### src/rtl/wdt_pkg.sv
/*
 Shared constants and types for the watchdog timer block.
 Assumes a single clock domain; every input is synchronous to it.
*/
package wdt_pkg;

   // =====================================================================
   // enable configuration field encodings
   localparam logic [1:0] CFG_OFF = 2'h0;
   localparam logic [1:0] CFG_RUN_IDLE = 2'h1;
   localparam logic [1:0] CFG_SOFTWARE = 2'h2;
   localparam logic [1:0] CFG_ALWAYS = 2'h3;

   // =====================================================================
   // prescaler: one tick every 32 clocks (PRESCALE_LAST + 1)
   localparam int PRESCALE_WIDTH = 5;
   localparam logic [PRESCALE_WIDTH-1:0] PRESCALE_LAST = 5'h1f;
   localparam logic [PRESCALE_WIDTH-1:0] PRESCALE_RESET = 5'h00;

   // =====================================================================
   // main counter and postscaler
   localparam int COUNT_WIDTH = 8;
   localparam logic [COUNT_WIDTH-1:0] COUNT_LAST = 8'hff;
   localparam logic [COUNT_WIDTH-1:0] COUNT_RESET = 8'h00;
   localparam int POST_SEL_WIDTH = 4;
   localparam int POST_WIDTH = 16;
   localparam logic [POST_WIDTH-1:0] POST_RESET = 16'h0000;
   localparam logic [POST_WIDTH-1:0] POST_ONE = 16'h0001;
   localparam int ELAPSED_WIDTH = COUNT_WIDTH + POST_WIDTH;
   // three quarters of one postscaler unit (256 counter ticks)
   localparam logic [ELAPSED_WIDTH-1:0] WINDOW_BASE = 24'h0000c0;

   // =====================================================================
   // power-save modes
   typedef enum logic [1:0] {
      PWR_RUN,
      PWR_SLEEP,
      PWR_IDLE
   } pwr_mode_t;

endpackage

### src/rtl/wdt_prescaler.sv
/*
 Prescaler stage of the watchdog: divides the clock into counter ticks.
 Assumes the parent drives clear and enable synchronously to mclk_i.
*/
`timescale 1ns/10ps
module wdt_prescaler (
   // clock and reset
   input wire logic mclk_i,
   input wire logic rst_i,
   // control
   input wire logic clear_i,
   input wire logic enable_i,
   // tick out
   output logic tick_o
);

   // =====================================================================
   // state
   typedef struct packed {
      logic [wdt_pkg::PRESCALE_WIDTH-1:0] count;
   } presc_state_t;

   presc_state_t s;
   presc_state_t next_s;

   // tick depends on state and enable_i only, so parent clears cannot loop back
   assign tick_o = enable_i && (s.count == wdt_pkg::PRESCALE_LAST);

   always_comb begin
      next_s = s;
      if (clear_i) begin
         next_s.count = wdt_pkg::PRESCALE_RESET;
      end else if (enable_i) begin
         if (s.count == wdt_pkg::PRESCALE_LAST) begin
            next_s.count = wdt_pkg::PRESCALE_RESET;
         end else begin
            next_s.count = s.count + 1'b1;
         end
      end
   end

   always_ff @(posedge mclk_i) begin
      if (rst_i) begin
         s.count <= wdt_pkg::PRESCALE_RESET;
      end else begin
         s <= next_s;
      end
   end

endmodule

### src/rtl/watchdog_timer_control.sv
/*
 Watchdog timer with prescaler, counter and postscaler, power-save mode
 tracking, fixed-window clear checking and the three enable schemes.
 Assumes the processor core pulses the instruction inputs for one cycle,
 and that the reset output is routed back as device_reset_i by the
 reset controller. rst_i is the power-on reset of the whole block.
*/
// Function
// - any device reset clears counter, prescaler and postscaler
// - completed clock switch, software or fail-safe, clears all counts
// - power-save instruction entering sleep or idle clears all counts
// - leaving sleep or idle back to run clears all counts
// - clear instruction in normal run clears counter and both scalers
// - enable field 11 keeps the watchdog counting in sleep and idle
// - time-out in sleep or idle wakes the core without a reset
// - time-out flag is sticky until software clears it
// - windowed mode: clear restarts the count, without a reset only in the last quarter
// - windowed mode: an early clear causes a watchdog reset
// - windowed mode is active when the window-disable bit is 0
// - enable field 11 makes the watchdog permanently enabled
// - enable field 10 runs the watchdog only while software enable set
// - software enable bit returns to zero on every device reset
// - enable field 01 runs in run and idle, stops in sleep
// - enable field 01 ignores the software enable bit
`timescale 1ns/10ps
module watchdog_timer_control (
   // clock and reset
   input wire logic mclk_i,
   input wire logic rst_i,
   input wire logic device_reset_i,
   // configuration word
   input wire logic [1:0] watchdog_enable_config_i,
   input wire logic window_disable_config_i,
   input wire logic [3:0] postscale_select_i,
   // core instructions
   input wire logic watchdog_clear_instruction_i,
   input wire logic power_save_instruction_i,
   input wire logic power_save_idle_i,
   input wire logic wake_event_i,
   // clock switch
   input wire logic clock_switch_done_i,
   // reset-control register accesses
   input wire logic software_watchdog_enable_wr_i,
   input wire logic software_watchdog_enable_data_i,
   input wire logic timeout_flag_clear_i,
   input wire logic sleep_status_clear_i,
   input wire logic idle_status_clear_i,
   // reset-control register state
   output logic software_watchdog_enable_o,
   output logic watchdog_timeout_flag_o,
   output logic sleep_status_o,
   output logic idle_status_o,
   // events and observation
   output logic watchdog_reset_o,
   output logic wake_o,
   output logic sleeping_o,
   output logic idling_o,
   output logic running_o,
   output logic [7:0] count_o
);

   // =====================================================================
   // state
   typedef struct packed {
      wdt_pkg::pwr_mode_t mode;
      logic [wdt_pkg::COUNT_WIDTH-1:0] count;
      logic [wdt_pkg::POST_WIDTH-1:0] post;
      logic flag;
      logic swen;
      logic sleep_st;
      logic idle_st;
      logic wdt_reset;
      logic wake;
   } wdt_state_t;

   wdt_state_t s;
   wdt_state_t next_s;
   logic clear_counts;
   logic run;
   logic tick;

   // =====================================================================
   // decoding helpers
   function automatic logic wdt_enabled(
      input logic [1:0] cfg,
      input logic swen,
      input wdt_pkg::pwr_mode_t mode
   );
      logic en;
      en = 1'b0;
      if (cfg == wdt_pkg::CFG_ALWAYS) begin
         en = 1'b1;
      end else if (cfg == wdt_pkg::CFG_SOFTWARE) begin
         en = swen;
      end else if (cfg == wdt_pkg::CFG_RUN_IDLE) begin
         en = (mode != wdt_pkg::PWR_SLEEP);
      end else begin
         en = 1'b0;
      end
      return en;
   endfunction

   // elapsed time against three quarters of the programmed period
   function automatic logic window_open(
      input logic [wdt_pkg::POST_WIDTH-1:0] post,
      input logic [wdt_pkg::COUNT_WIDTH-1:0] count,
      input logic [3:0] sel
   );
      logic [wdt_pkg::ELAPSED_WIDTH-1:0] elapsed;
      logic [wdt_pkg::ELAPSED_WIDTH-1:0] limit;
      elapsed = {post, count};
      limit = wdt_pkg::WINDOW_BASE << sel;
      return elapsed >= limit;
   endfunction

   function automatic logic [wdt_pkg::POST_WIDTH-1:0] post_last(
      input logic [3:0] sel
   );
      logic [wdt_pkg::POST_WIDTH-1:0] ratio;
      ratio = wdt_pkg::POST_ONE << sel;
      return ratio - wdt_pkg::POST_ONE;
   endfunction

   // =====================================================================
   // prescaler stage
   assign run = wdt_enabled(watchdog_enable_config_i, s.swen, s.mode);

   wdt_prescaler u_prescaler (
      .mclk_i(mclk_i),
      .rst_i(rst_i),
      .clear_i(clear_counts),
      .enable_i(run),
      .tick_o(tick)
   );

   // =====================================================================
   // next-state logic
   always_comb begin
      logic timeout;
      logic early_clear;
      timeout = 1'b0;
      early_clear = 1'b0;
      clear_counts = 1'b0;
      next_s = s;
      next_s.wdt_reset = 1'b0;
      next_s.wake = 1'b0;

      // counter and postscaler advance
      if (run && tick) begin
         if (s.count == wdt_pkg::COUNT_LAST) begin
            next_s.count = wdt_pkg::COUNT_RESET;
            if (s.post == post_last(postscale_select_i)) begin
               next_s.post = wdt_pkg::POST_RESET;
               timeout = 1'b1;
            end else begin
               next_s.post = s.post + wdt_pkg::POST_ONE;
            end
         end else begin
            next_s.count = s.count + 1'b1;
         end
      end

      // software clears first, so a same-cycle set wins
      if (timeout_flag_clear_i) begin
         next_s.flag = 1'b0;
      end
      if (sleep_status_clear_i) begin
         next_s.sleep_st = 1'b0;
      end
      if (idle_status_clear_i) begin
         next_s.idle_st = 1'b0;
      end
      if (software_watchdog_enable_wr_i) begin
         // stored in every mode; only the 10 setting looks at it
         next_s.swen = software_watchdog_enable_data_i;
      end

      // clock switch completion
      if (clock_switch_done_i) begin
         clear_counts = 1'b1;
      end

      if (s.mode == wdt_pkg::PWR_RUN) begin
         if (timeout) begin
            next_s.flag = 1'b1;
            next_s.wdt_reset = 1'b1;
            clear_counts = 1'b1;
         end else if (watchdog_clear_instruction_i) begin
            // an early clear in windowed mode behaves like a time-out
            early_clear = !window_disable_config_i && run &&
               !window_open(s.post, s.count, postscale_select_i);
            if (early_clear) begin
               next_s.flag = 1'b1;
               next_s.wdt_reset = 1'b1;
            end
            clear_counts = 1'b1;
         end else if (power_save_instruction_i) begin
            if (power_save_idle_i) begin
               next_s.mode = wdt_pkg::PWR_IDLE;
               next_s.idle_st = 1'b1;
            end else begin
               next_s.mode = wdt_pkg::PWR_SLEEP;
               next_s.sleep_st = 1'b1;
            end
            clear_counts = 1'b1;
         end
      end else begin
         if (timeout) begin
            // wake in place; status bits stay for software to clear
            next_s.flag = 1'b1;
            next_s.wake = 1'b1;
            next_s.mode = wdt_pkg::PWR_RUN;
            clear_counts = 1'b1;
         end else if (wake_event_i) begin
            next_s.wake = 1'b1;
            next_s.mode = wdt_pkg::PWR_RUN;
            clear_counts = 1'b1;
         end
      end

      // any other device reset, including our own routed back
      if (device_reset_i) begin
         clear_counts = 1'b1;
         next_s.swen = 1'b0;
         next_s.mode = wdt_pkg::PWR_RUN;
         next_s.wake = 1'b0;
      end

      if (clear_counts) begin
         next_s.count = wdt_pkg::COUNT_RESET;
         next_s.post = wdt_pkg::POST_RESET;
      end
   end

   // =====================================================================
   // state register; the flag survives device_reset_i on purpose
   always_ff @(posedge mclk_i) begin
      if (rst_i) begin
         s.mode <= wdt_pkg::PWR_RUN;
         s.count <= wdt_pkg::COUNT_RESET;
         s.post <= wdt_pkg::POST_RESET;
         s.flag <= 1'b0;
         s.swen <= 1'b0;
         s.sleep_st <= 1'b0;
         s.idle_st <= 1'b0;
         s.wdt_reset <= 1'b0;
         s.wake <= 1'b0;
      end else begin
         s <= next_s;
      end
   end

   // =====================================================================
   // outputs
   assign software_watchdog_enable_o = s.swen;
   assign watchdog_timeout_flag_o = s.flag;
   assign sleep_status_o = s.sleep_st;
   assign idle_status_o = s.idle_st;
   assign watchdog_reset_o = s.wdt_reset;
   assign wake_o = s.wake;
   assign sleeping_o = (s.mode == wdt_pkg::PWR_SLEEP);
   assign idling_o = (s.mode == wdt_pkg::PWR_IDLE);
   assign running_o = run;
   assign count_o = s.count;

endmodule

### config.mk
export PLATFORM = sky130hd
export DESIGN_NAME = watchdog_timer_control
export DESIGN_NICKNAME = d
export VERILOG_FILES = /design/src/rtl/wdt_pkg.sv /design/src/rtl/wdt_prescaler.sv /design/src/rtl/watchdog_timer_control.sv
export SDC_FILE = /design/constraint.sdc
export NUM_CORES = 1
export LEC_CHECK = 0
export ABC_CLOCK_PERIOD_IN_PS = 5400
export BUFFER_PORTS_ARGS = -buffer_cell sky130_fd_sc_hd__buf_4
export CORE_ASPECT_RATIO = 0.6
export CORE_MARGIN = 2
export CORE_UTILIZATION = 25
export DETAILED_ROUTE_END_ITERATION = 16
export GPL_TIMING_DRIVEN = 0
export PLACE_DENSITY_LB_ADDON = 0.08
export SYNTH_ARGS = -nofsm -noshare
export SYNTH_HDL_FRONTEND = slang
export SYNTH_SLANG_ARGS = --single-unit
### constraint.sdc
create_clock -name mclk_i -period 5.4 [get_ports mclk_i]
set_input_delay 0.81 -clock mclk_i [delete_from_list [all_inputs] [get_ports mclk_i]]
set_output_delay 0.81 -clock mclk_i [all_outputs]
set_load 0.02 [all_outputs]
### Yosys cells after proc, flatten, opt, wreduce, memory -nomap -nowiden

Index checks and enable logic that the tools add are counted.

| word-level totals | value |
|---|---|
| register bits | 37 |
| latch bits | 0 |
| memory bits (writable) | 0 |
| memory bits (read-only) | 0 |
| input port bits | 20 |
| output and inout bits | 17 |
| memories kept | 0 |

| cells by class | value |
|---|---|
| add/sub/neg operators | 4 |
| multiply operators | 0 |
| div/mod/pow operators | 0 |
| order comparisons | 1 |
| eq/ne operators | 12 |
| shifts and indexed selects | 2 |
| muxes and demuxes | 43 |
| bitwise logic cells | 1 |
| reductions and logical operators | 14 |

Operators by type and width:

| kind | count |
|---|---|
| two-way mux 1 bit | 29 |
| greater-or-equal comparator 24 bit | 1 |
| left shift 8 x 4 -> 24 bit, first input constant | 1 |
| two-way mux 2 bit | 10 |
| adder 16 x 1 -> 16 bit, second input constant | 1 |
| equality test 16 bit | 1 |
| two-way mux 16 bit | 1 |
| left shift 1 x 4 -> 16 bit, first input constant | 1 |
| subtractor 16 x 1 -> 16 bit, second input constant | 1 |
| adder 8 x 1 -> 8 bit, second input constant | 1 |
| equality test 8 bit, second input constant | 1 |
| two-way mux 8 bit | 1 |
| equality test 2 bit, second input constant | 3 |
| inequality test 2 bit, second input constant | 3 |
| OR reduction 2 bit | 3 |
| adder 5 x 1 -> 5 bit, second input constant | 1 |
| equality test 5 bit, second input constant | 1 |
| two-way mux 5 bit | 1 |
| equality test 2 x 1 -> 1 bit, second input constant | 2 |
| logical AND 1 bit | 4 |
| AND reduction 4 bit | 1 |
| two-way mux 3 bit | 1 |
| nonzero test 3 bit | 1 |
| OR reduction 3 bit | 1 |
| other kinds (5) | 6 |

### Depth between registers and ports, before layout

| logic depth | value |
|---|---|
| word-level depth | 11 |
| mapped depth | 15 |

### By module

Synthesis repeated with hierarchy kept, for this count alone.

| unflattened totals | value |
|---|---|
| cell total of the unflattened synthesis | 370 |
| area total of the unflattened synthesis | 3041.7 um^2 |

By module, submodules not included:

| module | times used | cells each | area an instance (um^2) | seq. area each (um^2) |
|---|---|---|---|---|
| watchdog_timer_control | 1 | 347 | 2801.4 | 640.6 |
| wdt_prescaler | 1 | 23 | 240.2 | 100.1 |

### Least setup slack after synthesis

No wires, ideal clock.

| timing | value |
|---|---|
| path kind | input port to flip-flop |
| from | input postscale_select_i[1] |
| to | register s[11] (netlist bit) |
| library setup time | 0.133 ns |
| arrival time | 3.463 ns |
| setup slack | 1.803 ns |
| stages | 15 |
| buffers on the path | 4 |
| cell sequence | inv_1 -> ha_1 -> buf_2 -> buf_2 -> nand2_1 -> ha_1 -> clkbuf_1 -> nand2_1 -> o31ai_1 -> a22o_1 -> a2111oi_2 -> nand2_1 -> nor4_4 -> buf_6 -> nor3_1 |

| on the way | value |
|---|---|
| longest elaborated chain between the ends | 10 |
| elaborated cells between the ends (all ways) | 12 |

RTL lines:

| what | RTL line | source |
|---|---|---|
| start: declaration | watchdog_timer_control.sv:34 | `input wire logic [3:0] postscale_select_i,` |
| left shift 1 x 4 -> 16 bit (*) | watchdog_timer_control.sv:120 | `ratio = wdt_pkg::POST_ONE << sel;` |
| subtractor 16 x 1 -> 16 bit (*) | watchdog_timer_control.sv:121 | `return ratio - wdt_pkg::POST_ONE;` |
| equality test 16 bit (*) | watchdog_timer_control.sv:152 | `if (s.post == post_last(postscale_select_i)) begin` |
| two-way mux 1 bit | watchdog_timer_control.sv:152 |  |
| two-way mux 1 bit | watchdog_timer_control.sv:150 | `if (s.count == wdt_pkg::COUNT_LAST) begin` |
| two-way mux 1 bit | watchdog_timer_control.sv:149 | `if (run && tick) begin` |
| two-way mux 1 bit, on equally long branches | watchdog_timer_control.sv:208, watchdog_timer_control.sv:184 |  |
| two-way mux 1 bit | watchdog_timer_control.sv:183 | `if (s.mode == wdt_pkg::PWR_RUN) begin` |
| two-way mux 1 bit | watchdog_timer_control.sv:222 | `if (device_reset_i) begin` |
| OR reduction 2 bit (no source line) | n/a |  |
| end signal: assignment | watchdog_timer_control.sv:249 | `s <= next_s;` |
| end: declaration | watchdog_timer_control.sv:76 | `wdt_state_t s;` |

Mark *: on every way between the ends. The rest lies on a longest branch, timed or not.
A chain may end at the register's enable or synchronous reset.

### Final worst setup path

| timing | value |
|---|---|
| from | input postscale_select_i[1] |
| to | register s[16] (netlist bit) |

Same word-level chain as after synthesis.

==> impl_results.rst <==
.. list-table::
   :header-rows: 1

   * - Metric
     - Value
   * - Mapped Cells
     - 388
   * - Worst hold endpoint
     - sleep_status_o
   * - TritonCTS clock tree
     - done
   * - GRT Resource Usage Total
     - 0.1423
   * - Area of the multi-input gates
     - 2113 µm²
   * - X dimension of the die
     - 147.0 µm
   * - Worst slack at placement
     - 0.6111 ns
   * - P&R area growth vs syn
     - 20.19%
   * - Number of max-capacitance violations reported
     - 0
   * - Critical path peak fanout
     - 10
   * - Number of vias after detailed routing
     - 2900
   * - Combined area of all synthesized cells
     - 3068 µm²
   * - Fmax
     - 221.2 MHz
   * - Number of endpoints failing setup at the final stage
     - 0
   * - Startpoint types
     - primary input
   * - Overflow left after global routing
     - 0
   * - Fraction of synthesis flops using an asynchronous set or reset pin
     - 0
   * - Antenna diode count
     - 0
   * - Die H
     - 89.81 µm
   * - Post-synth top flop
     - sky130_fd_sc_hd__dfxtp_1
   * - Routed length per placed instance
     - 15.68 µm
   * - Number of fill cells
     - 1330
   * - Syn nets
     - 435
   * - Number of hold buffers added after CTS
     - 0
   * - Crit path arrival time
     - 4.66 ns
   * - Final design utilization
     - 0.3067
   * - Number of synthesized register bits
     - 37
   * - Total number of yosys warnings
     - 0
   * - R2r startpoint
     - u_prescaler.s[0]
   * - Fraction of final layout cells sized beyond drive strength 1
     - 0.1717
   * - TritonCTS sink count
     - 37
   * - Cell breakdown of the critical path
     - buf_4 -> inv_1 -> ha_1 -> buf_2 -> buf_2 -> nand2_1 -> ha_1 -> clkbuf_1 -> nand2_1 -> o31ai_1 -> a22o_1 -> a2111oi_2 -> nand2_1 -> nor4_4 -> buf_6 -> nor3_1
   * - Cell with the largest stage delay on the worst path
     - sky130_fd_sc_hd__nor4_4
   * - Pin slew with the least headroom to its limit
     - 0.8885 ns
   * - Starting DRT DRC Count
     - 184
   * - R2R setup slack
     - 2.04 ns
   * - Setup total negative slack
     - 0 ns
   * - Outcome
     - finished clean
   * - CP most frequent cell
     - sky130_fd_sc_hd__nand2_1
   * - Slew margin rel.
     - 0.3993
   * - CTS root buffer
     - sky130_fd_sc_hd__clkbuf_16
   * - Critical path's largest stage delay
     - 0.58 ns
   * - Vias per std cell
     - 4.866
   * - Setup Crit Path Kind
     - primary input to flip-flop
   * - Nets
     - 478
   * - Count of instances resized after the clock tree is built
     - 0
   * - Ratio of total power to cell area
     - 185.0 nW/µm²
   * - Most area-hungry cell type in the Yosys netlist
     - sky130_fd_sc_hd__dfxtp_1
   * - Number of synthesized flops with an enable pin
     - 0
   * - Area fraction of the dominant cell type after synthesis
     - 0.2414
   * - Fin crit share
     - 0.8373
   * - Most instantiated cells after synthesis
     - 45 x sky130_fd_sc_hd__nand2_1, 37 x sky130_fd_sc_hd__dfxtp_1, 28 x sky130_fd_sc_hd__nor2_1
   * - Largest vdd supply drop
     - 107.4 µV
   * - Unrepaired setup endpoints after global routing
     - false
   * - Total Die Area
     - 13200 µm²
   * - Smallest hold slack
     - 0.4712 ns
   * - Pin count of the biggest net entering global routing
     - 11
   * - Remaining design rule violation count
     - 0
   * - Worst-case reg-to-reg path depth
     - 8
   * - Clock insertion delay at the later pin of the skew report
     - 0.28 ns
   * - Most common cell in the netlist
     - sky130_fd_sc_hd__nand2_1
   * - Number of antenna violations at the first check in global routing
     - 0
   * - Count of final max-slew check failures
     - 0
   * - Cell variety after synth
     - 60
   * - Total half-perimeter wirelength after legalization and detailed placement
     - 7478 µm
   * - RePlAce Congestion
     - 0.8105
   * - Static leakage
     - 1.464 nW
   * - R2R Path End
     - s[16]
   * - Number of placement rows
     - 31
   * - Fin Clk Skew
     - 0.004344 ns
   * - Capturing element type of the critical path
     - flip-flop
   * - Hold WC Path Type
     - flip-flop to flip-flop
   * - Sequential cell area in the final layout
     - 740.7 µm²
   * - Setup WS post-layout
     - 0.8785 ns
   * - Iteration count of the initial detailed-routing pass
     - 5
   * - Average size of a mapped cell
     - 7.907 µm²
   * - Count of antenna-violating nets left after detailed routing
     - 0
   * - Clock slew at reported path FFs
     - 0.05 ns
   * - Hold Crit Depth
     - 2
   * - First-pass GRT wire length
     - 14760 µm
   * - Total chip power
     - 0.0006822 W
   * - Boundary Pins
     - 37
   * - Bufs and invs on worst path
     - 6
   * - Final Hold Viols
     - 0
   * - Cells taking the most area after synthesis
     - sky130_fd_sc_hd__dfxtp_1 24%, sky130_fd_sc_hd__ha_1 11%, sky130_fd_sc_hd__xnor2_1 6.3%
   * - Vias in the first global route
     - 2586
   * - Clock period minus final worst setup slack
     - 4.521 ns
   * - Cell family with the largest share of critical-path delay
     - buffers and inverters
   * - Number of buffers created by CTS
     - 5
   * - Portion of the post-synthesis area used by sequential elements
     - 0.2414
   * - Number of setup buffers added after CTS
     - 0
   * - Initial cell density of the core
     - 0.2552
   * - Number of port buffers
     - 36
   * - H-tree levels
     - 2
   * - Placeable core region
     - 12020 µm²
   * - Wirelength, routed
     - 9343 µm
   * - Clock tree buffer depth
     - 2
   * - Startpoint of the most critical hold path
     - sleep_status_o
   * - Required time worst endpoint
     - 5.54 ns
## kinds of logic after synthesis
family / share of synthesized area
adder cells (fa/ha/maj): 0.1101
XOR/XNOR: 0.09706
AO/OA/AOI/OAI: 0.1623
multiplexers: 0.01958
flip-flops: 0.2414
AND/OR/NAND/NOR: 0.2998
buffers and inverters: 0.06974
## sequential cells by signal (all words and copies together), names as in the netlist
signal,cells
watchdog_reset_o,1
wake_o,1
software_watchdog_enable_o,1
u_prescaler.s,5
idle_status_o,1
s,18
count_o,8
sleep_status_o,1
watchdog_timeout_flag_o,1
## worst register-to-register path, stage by stage (launching register included)
cell                      delay (ns)
sky130_fd_sc_hd__dfxtp_1        0.36
sky130_fd_sc_hd__ha_1           0.20
sky130_fd_sc_hd__and3_1         0.17
sky130_fd_sc_hd__ha_1           0.21
sky130_fd_sc_hd__nor4b_1        0.74
sky130_fd_sc_hd__nand3_1        0.45
sky130_fd_sc_hd__nor4_4         0.79
sky130_fd_sc_hd__buf_6          0.25
sky130_fd_sc_hd__nor3_1         0.06
## where the power goes
part	leakage (nW)	switching (W)	internal [W]	total [W]
Combinational	1.10	0.0000719	0.0000462	0.000118
Clock	0.0700	0.000107	0.000181	0.000288
Sequential	0.298	0.00000121	0.000275	0.000276
Total	1.46	0.000180	0.000502	0.000682
## cell type report
| class | count | area share |
|---|---|---|
| repair buffers | 36 | 0.07329 |
| multi-input cells | 309 | 0.5731 |
| well taps | 165 | 0.05599 |
| plain buffers | 27 | 0.04276 |
| inverters | 15 | 0.01527 |
| clock buffers | 7 | 0.03868 |
| flip-flops and latches | 37 | 0.2009 |
## routing by layer
metal | vias to the layer above | share of wire | routed length [µm] | track usage
met3 | 4 | 0.060 | 561 | 0.03452
met1 | 1351 | 0.58 | 5418 | 0.2455
li1 | 1469 | - | - | -
met5 | - | 0 | 0 | 0
met4 | 0 | 0.0029 | 27 | 0.01603
met2 | 76 | 0.36 | 3335 | 0.1710
## worst max-delay path by stage
stage / slack (ns) / startpoint / cells after the start / to
after global routing: 0.59 / postscale_select_i[1] / 16 / s[17]
after CTS: 0.90 / postscale_select_i[1] / 16 / s[13]
after floorplan: 1.80 / postscale_select_i[1] / 15 / s[11]
after detailed placement: 0.61 / postscale_select_i[1] / 16 / u_prescaler.s[4]
after global placement: 0.62 / postscale_select_i[1] / 16 / s[17]
final: 0.88 / postscale_select_i[1] / 16 / s[16]
## cell usage in the layout (no fill, tap or decap), types with 5 or more instances in the layout
master                       n
sky130_fd_sc_hd__a21o_1      8
sky130_fd_sc_hd__a21oi_1    15
sky130_fd_sc_hd__and3_1      5
sky130_fd_sc_hd__buf_2       9
sky130_fd_sc_hd__buf_4      44
sky130_fd_sc_hd__clkbuf_1    8
sky130_fd_sc_hd__clkbuf_16   5
sky130_fd_sc_hd__dfxtp_1    37
sky130_fd_sc_hd__ha_1       27
sky130_fd_sc_hd__inv_1      15
sky130_fd_sc_hd__mux2i_1     6
sky130_fd_sc_hd__nand2_1    45
sky130_fd_sc_hd__nand3_1    12
sky130_fd_sc_hd__nand4_1    10
sky130_fd_sc_hd__nor2_1     28
sky130_fd_sc_hd__nor2b_1     5
sky130_fd_sc_hd__nor3_1     25
sky130_fd_sc_hd__o21ai_0    16
sky130_fd_sc_hd__xnor2_1    22
sky130_fd_sc_hd__xor2_1     12
## stage by stage
stage	cell area, µm²	cells
finish	3687	596
global route	3687	596
CTS	3687	596
detailed placement	3545	589
global placement	3545	589
floorplan	3068	388
Note: power is estimated with default switching activity, not from simulation.
